==> config.mk <==
export PLATFORM = sky130hd
export DESIGN_NAME = dcr_dma_ctrl
export DESIGN_NICKNAME = d
export VERILOG_FILES = /design/src/dcr_pkg.sv /design/src/dcr_dma_ctrl.sv /design/src/dcr_channel.sv
export VERILOG_INCLUDE_DIRS = /design/src /design/src/src
export SDC_FILE = /design/constraint.sdc
export NUM_CORES = 1
export LEC_CHECK = 0
export ABC_AREA = 1
export CORE_AREA = 2 2 184 186
export CTS_CLUSTER_SIZE = 25
export DETAILED_ROUTE_END_ITERATION = 10
export DIE_AREA = 0 0 186 188
export DONT_BUFFER_PORTS = 1
export GPL_TIMING_DRIVEN = 0
export PLACE_DENSITY = 0.61
export SKIP_LAST_GASP = 1
export SYNTH_ARGS = -nofsm -noshare
export SYNTH_HDL_FRONTEND = slang
export SYNTH_SLANG_ARGS = --single-unit
==> constraint.sdc <==
create_clock -name i_clk -period 2.15 [get_ports i_clk]
set_input_delay 0.43 -clock i_clk [delete_from_list [all_inputs] [get_ports i_clk]]
set_output_delay 0.43 -clock i_clk [all_outputs]
set_load 0.01 [all_outputs]
==> src/dcr_defines.svh <==
// Purpose: shared constants of the dma completion/request block
// Assumes: included by its bare name
// Notes: widths, channel count, reset values and step sizes only
`ifndef DCR_DEFINES_SVH
`define DCR_DEFINES_SVH

// ****************************************
// widths and channel count
// ****************************************
`define DCR_ADDR_W 32
`define DCR_DATA_W 32
`define DCR_COUNT_W 17
`define DCR_NCH 2

// ****************************************
// reset values
// ****************************************
`define DCR_MASK_RST 1'b1
`define DCR_ADDR_RST 32'h0000_0000
`define DCR_COUNT_RST 17'h0_0000

// ****************************************
// address steps per transfer size
// ****************************************
`define DCR_STEP_BYTE 32'h0000_0001
`define DCR_STEP_HALF 32'h0000_0002
`define DCR_STEP_WORD 32'h0000_0004

`endif

==> src/dcr_pkg.sv <==
// Purpose: types of the dma completion/request block
// Assumes: dcr_defines.svh on the include path
// Notes: encodings of size follow the bus size field
package dcr_pkg;

// ****************************************
// types
// ****************************************
typedef enum logic [1:0] {
    DCR_SZ_BYTE = 2'h0,
    DCR_SZ_HALF = 2'h1,
    DCR_SZ_WORD = 2'h2
} dcr_size_type;

typedef enum logic [1:0] {
    DCR_ST_IDLE,
    DCR_ST_READ,
    DCR_ST_WRITE
} dcr_state_type;

endpackage : dcr_pkg

==> src/dcr_dma_ctrl.sv <==
// Purpose: two-channel dma engine: request, arbitration, dual-address transfer, completion
// Assumes: bus and peripheral requests are logic on i_clk; mode inputs change only while masked
// Notes: one unit (read then write) at a time; mask acts between units
`timescale 1ns/100ps
`include "dcr_defines.svh"

// Function
// - when the count runs out, stop the channel and allow its interrupt.
// - bus error response stops the channel's transfer at once and sets its interrupt-request bit.
// - error stop records failing channel and whether read or write failed.
// - mask write suspends the channel only after the current destination write.
// - mask suspension raises no interrupt, keeps completion status; unmasking resumes remaining transfers.
// - normal or error stop sets interrupt-request bit regardless of interrupt mask.
// - cause 0 normal, 1 error; side 0 source error, 1 destination error.
// - count reads 0 after normal stop, remaining transfers after suspension.
// - count decrements only on an error-free source read.
// - each channel has auto or peripheral request mode, chosen by configuration.
// - auto-request channels make their own requests whenever started.
// - peripheral mode takes requests from the one selected request line.
// - all channels come out of reset masked.
// - a completion-clear write clears request, cause and side bits, unless a stop lands in the same cycle.
// - no new transfer on a channel until its completion status is cleared.
// - incrementing addresses hold the next address after the final transfer.
// - fixed priority serves channel 0 first; round-robin demotes the last served.
module dcr_dma_ctrl #(
    parameter int NREQ = 8,
    parameter int SEL_W = 3
) (
    // clock and reset
    input wire logic i_clk,
    input wire logic i_rst_n,
    // global mode
    input wire logic i_round_robin,
    // per-channel transfer mode
    input wire logic [`DCR_NCH-1:0] i_auto_req,
    input wire dcr_pkg::dcr_size_type i_size [`DCR_NCH],
    input wire logic [`DCR_NCH-1:0] i_src_inc,
    input wire logic [`DCR_NCH-1:0] i_dst_inc,
    input wire logic [`DCR_NCH-1:0] i_irq_mask_bit,
    input wire logic [SEL_W-1:0] i_request_select [`DCR_NCH],
    // per-channel software writes
    input wire logic [`DCR_NCH-1:0] i_cfg_wr,
    input wire logic [`DCR_ADDR_W-1:0] i_src_addr [`DCR_NCH],
    input wire logic [`DCR_ADDR_W-1:0] i_dst_addr [`DCR_NCH],
    input wire logic [`DCR_COUNT_W-1:0] i_count [`DCR_NCH],
    input wire logic [`DCR_NCH-1:0] i_mask_set,
    input wire logic [`DCR_NCH-1:0] i_mask_clr,
    input wire logic [`DCR_NCH-1:0] i_completion_clear,
    // peripheral requests
    input wire logic [NREQ-1:0] i_periph_req,
    // system bus master
    output logic o_bus_req,
    output logic o_bus_write,
    output logic [`DCR_ADDR_W-1:0] o_bus_addr,
    output logic [`DCR_DATA_W-1:0] o_bus_wdata,
    output dcr_pkg::dcr_size_type o_bus_size,
    input wire logic i_bus_done,
    input wire logic i_bus_err,
    input wire logic [`DCR_DATA_W-1:0] i_bus_rdata,
    // channel status
    output logic [`DCR_ADDR_W-1:0] o_source_addr [`DCR_NCH],
    output logic [`DCR_ADDR_W-1:0] o_dest_addr [`DCR_NCH],
    output logic [`DCR_COUNT_W-1:0] o_transfer_count [`DCR_NCH],
    output logic [`DCR_NCH-1:0] o_channel_mask,
    output logic [`DCR_NCH-1:0] o_irq_request_flag,
    output logic [`DCR_NCH-1:0] o_end_cause_flag,
    output logic [`DCR_NCH-1:0] o_error_side_flag,
    output logic [`DCR_NCH-1:0] o_pending_data_status,
    output logic [`DCR_NCH-1:0] o_irq
);
    import dcr_pkg::*;

    // ****************************************
    // helpers
    // ****************************************
    function automatic logic [`DCR_ADDR_W-1:0] step_of(input dcr_size_type sz, input logic inc);
        logic [`DCR_ADDR_W-1:0] s;
        s = `DCR_STEP_BYTE;
        if (sz == DCR_SZ_HALF) begin
            s = `DCR_STEP_HALF;
        end else if (sz == DCR_SZ_WORD) begin
            s = `DCR_STEP_WORD;
        end
        return inc ? s : '0;
    endfunction : step_of

    function automatic logic chan_ready(input logic masked, input logic flag,
            input logic [`DCR_COUNT_W-1:0] cnt, input logic auto_mode, input logic line);
        return !masked && !flag && (cnt != '0) && (auto_mode || line);
    endfunction : chan_ready

    // fixed: channel 0 first; round robin: the one not served last
    function automatic logic arb_pick(input logic rr_mode, input logic last, input logic [`DCR_NCH-1:0] rdy);
        logic p;
        p = !rdy[0];
        if (rr_mode && !last) begin
            p = rdy[1];
        end
        return p;
    endfunction : arb_pick

    // ****************************************
    // channels
    // ****************************************
    logic [`DCR_NCH-1:0] rd_ok, wr_ok, done, err;
    logic err_side;
    logic [`DCR_ADDR_W-1:0] src_q [`DCR_NCH];
    logic [`DCR_ADDR_W-1:0] dst_q [`DCR_NCH];
    logic [`DCR_COUNT_W-1:0] cnt_q [`DCR_NCH];
    logic [`DCR_NCH-1:0] mask_q, irq_q, ready;

    for (genvar c = 0; c < `DCR_NCH; c++) begin : g_ch
        logic [`DCR_ADDR_W-1:0] src_step, dst_step;

        // fixed-address devices step by zero, so one adder serves both kinds
        assign src_step = step_of(i_size[c], i_src_inc[c]);
        assign dst_step = step_of(i_size[c], i_dst_inc[c]);
        dcr_channel u_ch (
            .i_clk(i_clk),
            .i_rst_n(i_rst_n),
            .i_cfg_wr(i_cfg_wr[c]),
            .i_src_addr(i_src_addr[c]),
            .i_dst_addr(i_dst_addr[c]),
            .i_count(i_count[c]),
            .i_mask_set(i_mask_set[c]),
            .i_mask_clr(i_mask_clr[c]),
            .i_clear_wr(i_completion_clear[c]),
            .i_src_step(src_step),
            .i_dst_step(dst_step),
            .i_rd_ok(rd_ok[c]),
            .i_wr_ok(wr_ok[c]),
            .i_done(done[c]),
            .i_err(err[c]),
            .i_err_side(err_side),
            .o_src_addr(src_q[c]),
            .o_dst_addr(dst_q[c]),
            .o_count(cnt_q[c]),
            .o_mask(mask_q[c]),
            .o_irq_request(irq_q[c]),
            .o_end_cause(o_end_cause_flag[c]),
            .o_error_side(o_error_side_flag[c]),
            .o_pending(o_pending_data_status[c])
        );
        // a set completion flag blocks restart until cleared
        assign ready[c] = chan_ready(mask_q[c], irq_q[c], cnt_q[c], i_auto_req[c],
            i_periph_req[i_request_select[c]]);
        assign o_source_addr[c] = src_q[c];
        assign o_dest_addr[c] = dst_q[c];
        assign o_transfer_count[c] = cnt_q[c];
    end

    // ****************************************
    // status outputs
    // ****************************************
    assign o_channel_mask = mask_q;
    assign o_irq_request_flag = irq_q;

    // ****************************************
    // engine
    // ****************************************
    dcr_state_type state_reg, state_next;
    logic ch_reg, ch_next, rr_last_reg, rr_last_next;
    logic req_reg, req_next, wr_reg, wr_next;
    logic [`DCR_ADDR_W-1:0] addr_reg, addr_next;
    logic [`DCR_DATA_W-1:0] data_reg, data_next;
    dcr_size_type size_reg, size_next;
    logic pick;

    always_comb begin
        state_next = state_reg;
        ch_next = ch_reg;
        req_next = req_reg;
        wr_next = wr_reg;
        addr_next = addr_reg;
        data_next = data_reg;
        size_next = size_reg;
        rd_ok = '0;
        wr_ok = '0;
        done = '0;
        err = '0;
        err_side = 1'b0;
        pick = arb_pick(i_round_robin, rr_last_reg, ready);
        case (state_reg)
            DCR_ST_IDLE: begin
                // mask is only sampled here, so a running unit always finishes
                if (ready != '0) begin
                    ch_next = pick;
                    req_next = 1'b1;
                    wr_next = 1'b0;
                    addr_next = src_q[pick];
                    size_next = i_size[pick];
                    state_next = DCR_ST_READ;
                end
            end
            DCR_ST_READ: begin
                if (i_bus_err) begin
                    err[ch_reg] = 1'b1;
                    err_side = 1'b0;
                    req_next = 1'b0;
                    state_next = DCR_ST_IDLE;
                end else if (i_bus_done) begin
                    rd_ok[ch_reg] = 1'b1;
                    data_next = i_bus_rdata;
                    wr_next = 1'b1;
                    addr_next = dst_q[ch_reg];
                    state_next = DCR_ST_WRITE;
                end
            end
            DCR_ST_WRITE: begin
                if (i_bus_err) begin
                    err[ch_reg] = 1'b1;
                    err_side = 1'b1;
                    req_next = 1'b0;
                    wr_next = 1'b0;
                    state_next = DCR_ST_IDLE;
                end else if (i_bus_done) begin
                    wr_ok[ch_reg] = 1'b1;
                    done[ch_reg] = (cnt_q[ch_reg] == '0);
                    req_next = 1'b0;
                    wr_next = 1'b0;
                    state_next = DCR_ST_IDLE;
                end
            end
            default: begin
                req_next = 1'b0;
                wr_next = 1'b0;
                state_next = DCR_ST_IDLE;
            end
        endcase
    end

    always_ff @(posedge i_clk or negedge i_rst_n) begin
        if (!i_rst_n) begin
            state_reg <= DCR_ST_IDLE;
            ch_reg <= 1'b0;
            req_reg <= 1'b0;
            wr_reg <= 1'b0;
            addr_reg <= `DCR_ADDR_RST;
            data_reg <= '0;
            size_reg <= DCR_SZ_BYTE;
        end else begin
            state_reg <= state_next;
            ch_reg <= ch_next;
            req_reg <= req_next;
            wr_reg <= wr_next;
            addr_reg <= addr_next;
            data_reg <= data_next;
            size_reg <= size_next;
        end
    end

    // ****************************************
    // round-robin pointer
    // ****************************************
    // only a finished unit demotes its channel; an error leaves the order alone
    always_comb begin
        rr_last_next = rr_last_reg;
        if (wr_ok != '0) begin
            rr_last_next = ch_reg;
        end
    end

    always_ff @(posedge i_clk or negedge i_rst_n) begin
        if (!i_rst_n) begin
            // channel 1 counts as last served, so channel 0 leads after reset
            rr_last_reg <= 1'b1;
        end else begin
            rr_last_reg <= rr_last_next;
        end
    end

    // ****************************************
    // interrupt output
    // ****************************************
    logic [`DCR_NCH-1:0] irq_out_reg, irq_out_next;

    always_comb begin
        // registered so the output is glitch free; status sets regardless of mask
        irq_out_next = irq_q & ~i_irq_mask_bit;
    end

    always_ff @(posedge i_clk or negedge i_rst_n) begin
        if (!i_rst_n) begin
            irq_out_reg <= '0;
        end else begin
            irq_out_reg <= irq_out_next;
        end
    end

    // ****************************************
    // bus outputs
    // ****************************************
    assign o_bus_req = req_reg;
    assign o_bus_write = wr_reg;
    assign o_bus_addr = addr_reg;
    assign o_bus_wdata = data_reg;
    assign o_bus_size = size_reg;
    assign o_irq = irq_out_reg;

endmodule : dcr_dma_ctrl

==> src/dcr_channel.sv <==
// Purpose: one dma channel's address, count, mask and completion status
// Assumes: event pulses come from the engine on the same clock
// Notes: all outputs are flops
`timescale 1ns/100ps
`include "dcr_defines.svh"

module dcr_channel (
    // clock and reset
    input wire logic i_clk,
    input wire logic i_rst_n,
    // software side
    input wire logic i_cfg_wr,
    input wire logic [`DCR_ADDR_W-1:0] i_src_addr,
    input wire logic [`DCR_ADDR_W-1:0] i_dst_addr,
    input wire logic [`DCR_COUNT_W-1:0] i_count,
    input wire logic i_mask_set,
    input wire logic i_mask_clr,
    input wire logic i_clear_wr,
    input wire logic [`DCR_ADDR_W-1:0] i_src_step,
    input wire logic [`DCR_ADDR_W-1:0] i_dst_step,
    // engine events
    input wire logic i_rd_ok,
    input wire logic i_wr_ok,
    input wire logic i_done,
    input wire logic i_err,
    input wire logic i_err_side,
    // state
    output logic [`DCR_ADDR_W-1:0] o_src_addr,
    output logic [`DCR_ADDR_W-1:0] o_dst_addr,
    output logic [`DCR_COUNT_W-1:0] o_count,
    output logic o_mask,
    output logic o_irq_request,
    output logic o_end_cause,
    output logic o_error_side,
    output logic o_pending
);
    import dcr_pkg::*;

    logic [`DCR_ADDR_W-1:0] src_reg, src_next, dst_reg, dst_next;
    logic [`DCR_COUNT_W-1:0] cnt_reg, cnt_next;
    logic mask_reg, mask_next, irq_reg, irq_next, cause_reg, cause_next;
    logic side_reg, side_next, pend_reg, pend_next;

    always_comb begin
        src_next = src_reg;
        dst_next = dst_reg;
        cnt_next = cnt_reg;
        mask_next = mask_reg;
        irq_next = irq_reg;
        cause_next = cause_reg;
        side_next = side_reg;
        pend_next = pend_reg;
        if (i_cfg_wr) begin
            src_next = i_src_addr;
            dst_next = i_dst_addr;
            cnt_next = i_count;
        end
        // count and source advance only on a clean read
        if (i_rd_ok) begin
            cnt_next = cnt_reg - 17'h0_0001;
            src_next = src_reg + i_src_step;
        end
        if (i_wr_ok) begin
            dst_next = dst_reg + i_dst_step;
        end
        if (i_mask_clr) begin
            mask_next = 1'b0;
        end
        if (i_mask_set) begin
            mask_next = 1'b1;
            // suspension leaves irq and cause untouched
            pend_next = (cnt_reg != 17'h0_0000);
        end
        if (i_clear_wr) begin
            irq_next = 1'b0;
            cause_next = 1'b0;
            side_next = 1'b0;
        end
        // a stop in the clear cycle wins over the clear
        if (i_done) begin
            irq_next = 1'b1;
            cause_next = 1'b0;
            side_next = 1'b0;
            pend_next = 1'b0;
        end
        if (i_err) begin
            irq_next = 1'b1;
            cause_next = 1'b1;
            side_next = i_err_side;
            pend_next = 1'b0;
        end
    end

    always_ff @(posedge i_clk or negedge i_rst_n) begin
        if (!i_rst_n) begin
            src_reg <= `DCR_ADDR_RST;
            dst_reg <= `DCR_ADDR_RST;
            cnt_reg <= `DCR_COUNT_RST;
            mask_reg <= `DCR_MASK_RST;
            irq_reg <= 1'b0;
            cause_reg <= 1'b0;
            side_reg <= 1'b0;
            pend_reg <= 1'b0;
        end else begin
            src_reg <= src_next;
            dst_reg <= dst_next;
            cnt_reg <= cnt_next;
            mask_reg <= mask_next;
            irq_reg <= irq_next;
            cause_reg <= cause_next;
            side_reg <= side_next;
            pend_reg <= pend_next;
        end
    end

    assign o_src_addr = src_reg;
    assign o_dst_addr = dst_reg;
    assign o_count = cnt_reg;
    assign o_mask = mask_reg;
    assign o_irq_request = irq_reg;
    assign o_end_cause = cause_reg;
    assign o_error_side = side_reg;
    assign o_pending = pend_reg;

endmodule : dcr_channel

==> results.cfg <==
[timing]
rsz0062_at_grt = yes
slew_headroom_pct = 37.30
hold_viol = 244
setup_viol = 0
post-route-period-util_pct = 99.09
min_period_ns = 2.130
max_freq_ghz = 0.4694
fin_worst_skew_ns = 0.03218
timing.hold.ws_ns = -0.4350
worst_pin_slew_ns = 0.9405
drv_slew = 0

[yosys]
synth_top_area_share_pct = 38.28
synth_top_area_cell = dfrtp_1
synth_edf_count = 0
ys.flop_type = dfrtp_1
yosysSeqAreaShare_pct = 38.78
ys_seq_elements = 246
synthTopCellsByCount = nand2_1 (589), inv_1 (258), dfrtp_1 (243)
synth.area.top_cells = dfrtp_1 (38%), nand2_1 (14%), nand3_1 (7.0%), inv_1 (6.1%), nor2_1 (5.6%)
synth.distinct_cells = 46
synthCells = 2288
postSynthAreaPerCell_um2 = 6.943
synth_nets = 2548
syn_area_mm2 = 0.01589
async_flop_share_pct = 100.0
yosysWarnings = 0
yosysMostFrequentCell = nand2_1

[die]
die_h_um = 188
ios = 475
die_area_mm2 = 0.03497
core_mm2 = 0.03311
die_x_um = 186
initial_core_util_pct = 47.97
rows = 67

[cts]
cts-root-buf = clkbuf_16
clk_pin_slew_ns = 0.06
worstSkewPairLatency_ns = 0.59
h-tree-depth = 1
cts-hold-fix-buffers = 56
cts_tree = done
cts_sinks = 246
max-clock-path-buffers = 3
cts_buffers = 28

[pwr]
max-vdd-ir-drop_mv = 0.7662
leakagePower_nw = 8.662
power_density_mw_per_mm2 = 1097

[routing]
via_count = 17410
wire_per_inst_um = 24.98
first_pass_iters = 6
post-route-drc-count = 0
routed_wl_mm = 72.41
viasPerCell = 6.007
dr.first_iter.drc_count = 1463
postRouteAntennaNets = 0

[grt]
antenna_found_initial = 11
use_met2_pct = 64.80
grt_usage_pct = 40.22
grt_use_met1_pct = 49.02
grt_pass1_vias = 16750
use_met3_pct = 12.45
gr-total-overflow = 0
grt_pass1_wl_mm = 105.3
grt_max_degree = 247
busiest_layer = met2

[place]
dp_hpwl_mm = 54.77
gp_congestion = 0.9981
placed_area_mm2 = 0.01660
port_buffers = 0

[critical_path]
r2r_slack_ns = 0.02
crit_required_ns = 2.60
cp_slowest_stage_delay_ns = 0.41
timing.critical_path.slowest_stage_cell = dfrtp_1
crit_arrival_ns = 2.58
critPathKind = reg -> reg
crit_chain = inv_2 > ha_4 > inv_8 > nor2_4 > nand2_4 > nor2_4 > inv_2 > buf_12 > buf_2 > buf_6 > nand2_1 > o211ai_1 > o21ai_0 > inv_1
cp-start-kind = flip-flop
endpoint_kind = flip-flop
critical_path.max_fanout = 10

[run_status]
violations = negative hold slack
status = finished with violations

[final_layout]
fin_area_mm2 = 0.01928
drive_above_1_share_pct = 14.54
final_util_pct = 58.21
syn2layout_area_growth_pct = 21.35
nets = 2680

[min_path]
hold_class = in -> async

[flow_run]
max_cap_viol_count = 0
## area by class of cell
| class | instances | area [µm²] |
|---|---|---|
| Multi-Input combinational cell | 1674 | 8960 |
| Fill cell | 3123 | 13840 |
| Buffer | 99 | 601.8 |
| Clock buffer | 40 | 805.8 |
| Timing Repair Buffer | 103 | 910.9 |
| Clock inverter | 11 | 168.9 |
| Antenna cell | 10 | 25.02 |
| Inverter | 268 | 1046 |
| Sequential cell | 246 | 6197 |
| Tap cell | 448 | 560.5 |
## power breakdown
| group | total (W) | internal (W) | leakage, nW | switching [W] |
|---|---|---|---|---|
| logic | 0.00732 | 0.00254 | 5.28 | 0.00478 |
| clock network | 0.00522 | 0.00308 | 0.478 | 0.00214 |
| registers | 0.00861 | 0.00596 | 2.91 | 0.00264 |
| total | 0.0212 | 0.0116 | 8.66 | 0.00957 |
## metal layers
layer,part of all wire (%),wire [µm]
met4,5.0,3637
met3,11,7895
met2,46,33540
met5,0.014,10
met1,38,27320
## critical path: cells and delay by family (launching register included)
kind	cells	cell delay [ns]
buffers and inverters	7	0.78
adders and majority gates	1	0.17
and+or+nand+nor	4	0.46
AOI/OAI and AO/OA	2	0.16
DFF	1	0.41
## placed cells by master, fill, tap and decap left out, types with 11 or more instances in the layout
master and n:
ha_1 13, nor2_2 20, a21oi_1 119, nand2_4 11, nor2_4 28, nor2_1 199
o221ai_1 13, nand4_1 42, nand2_1 567, buf_4 63, nor3_1 46, dfrtp_2 30
nand3_1 212, nor4_1 12, clkbuf_1 30, clkbuf_2 19, o211ai_1 59, xor2_1 44
dfrtp_1 213, inv_1 245, o21ai_0 125, inv_2 14, clkbuf_16 28, o22ai_1 35
nand2_2 15, dlygate4sd3_1 56, buf_2 19
## path summary, 6_finish.rpt
path / depth (start not counted) / startpoint / endpoint
setup / recovery: 14 / state_reg[1] / g_ch[1].u_ch.o_src_addr[13]
hold / removal: 0 / i_rst_n / g_ch[1].u_ch.o_count[14]
setup reg to reg: 14 / state_reg[1] / g_ch[1].u_ch.o_src_addr[13]
hold reg to reg: 2 / g_ch[0].u_ch.o_error_side / g_ch[0].u_ch.o_error_side
max in group asynchronous: 0 / i_rst_n / g_ch[0].u_ch.o_count[9]
min in group i_clk: 2 / i_dst_addr[58] / g_ch[0].u_ch.o_dst_addr[26]
## stage by stage
stage / std cells / setup TNS (ns) / hold WS [ns] / total power (W) / setup slack (ns)
after floorplan: 2288 / -0.1342 / 0.1344 / 0.01217 / -0.05409
after global placement: 2736 / -57.94 / 0.1392 / 0.01470 / -0.7178
after detailed placement: 2736 / -62.73 / 0.1393 / 0.01485 / -0.7401
after CTS: 2857 / 0 / -0.4598 / 0.02038 / 0.0005762
after global routing: 2898 / -0.5578 / -0.4560 / 0.02222 / -0.08441
final: 2899 / 0 / -0.4350 / 0.02115 / 0.01953
## repair_timing
action	in CTS	in global routing
setup buffers	14	33
pin swaps	7	37
endpoints found under the hold margin	300	246
endpoints found under the setup margin	214	203
gates cloned	0	0
resized for setup	108	163
## cell families after synthesis
kind of cell | synth area share [%]
compound gates | 14.76
xor+xnor | 2.757
fa+ha+maj | 2.316
buf+inv | 9.294
flops | 38.78
simple gates | 32.10
Note: power is estimated with default switching activity, not from simulation.
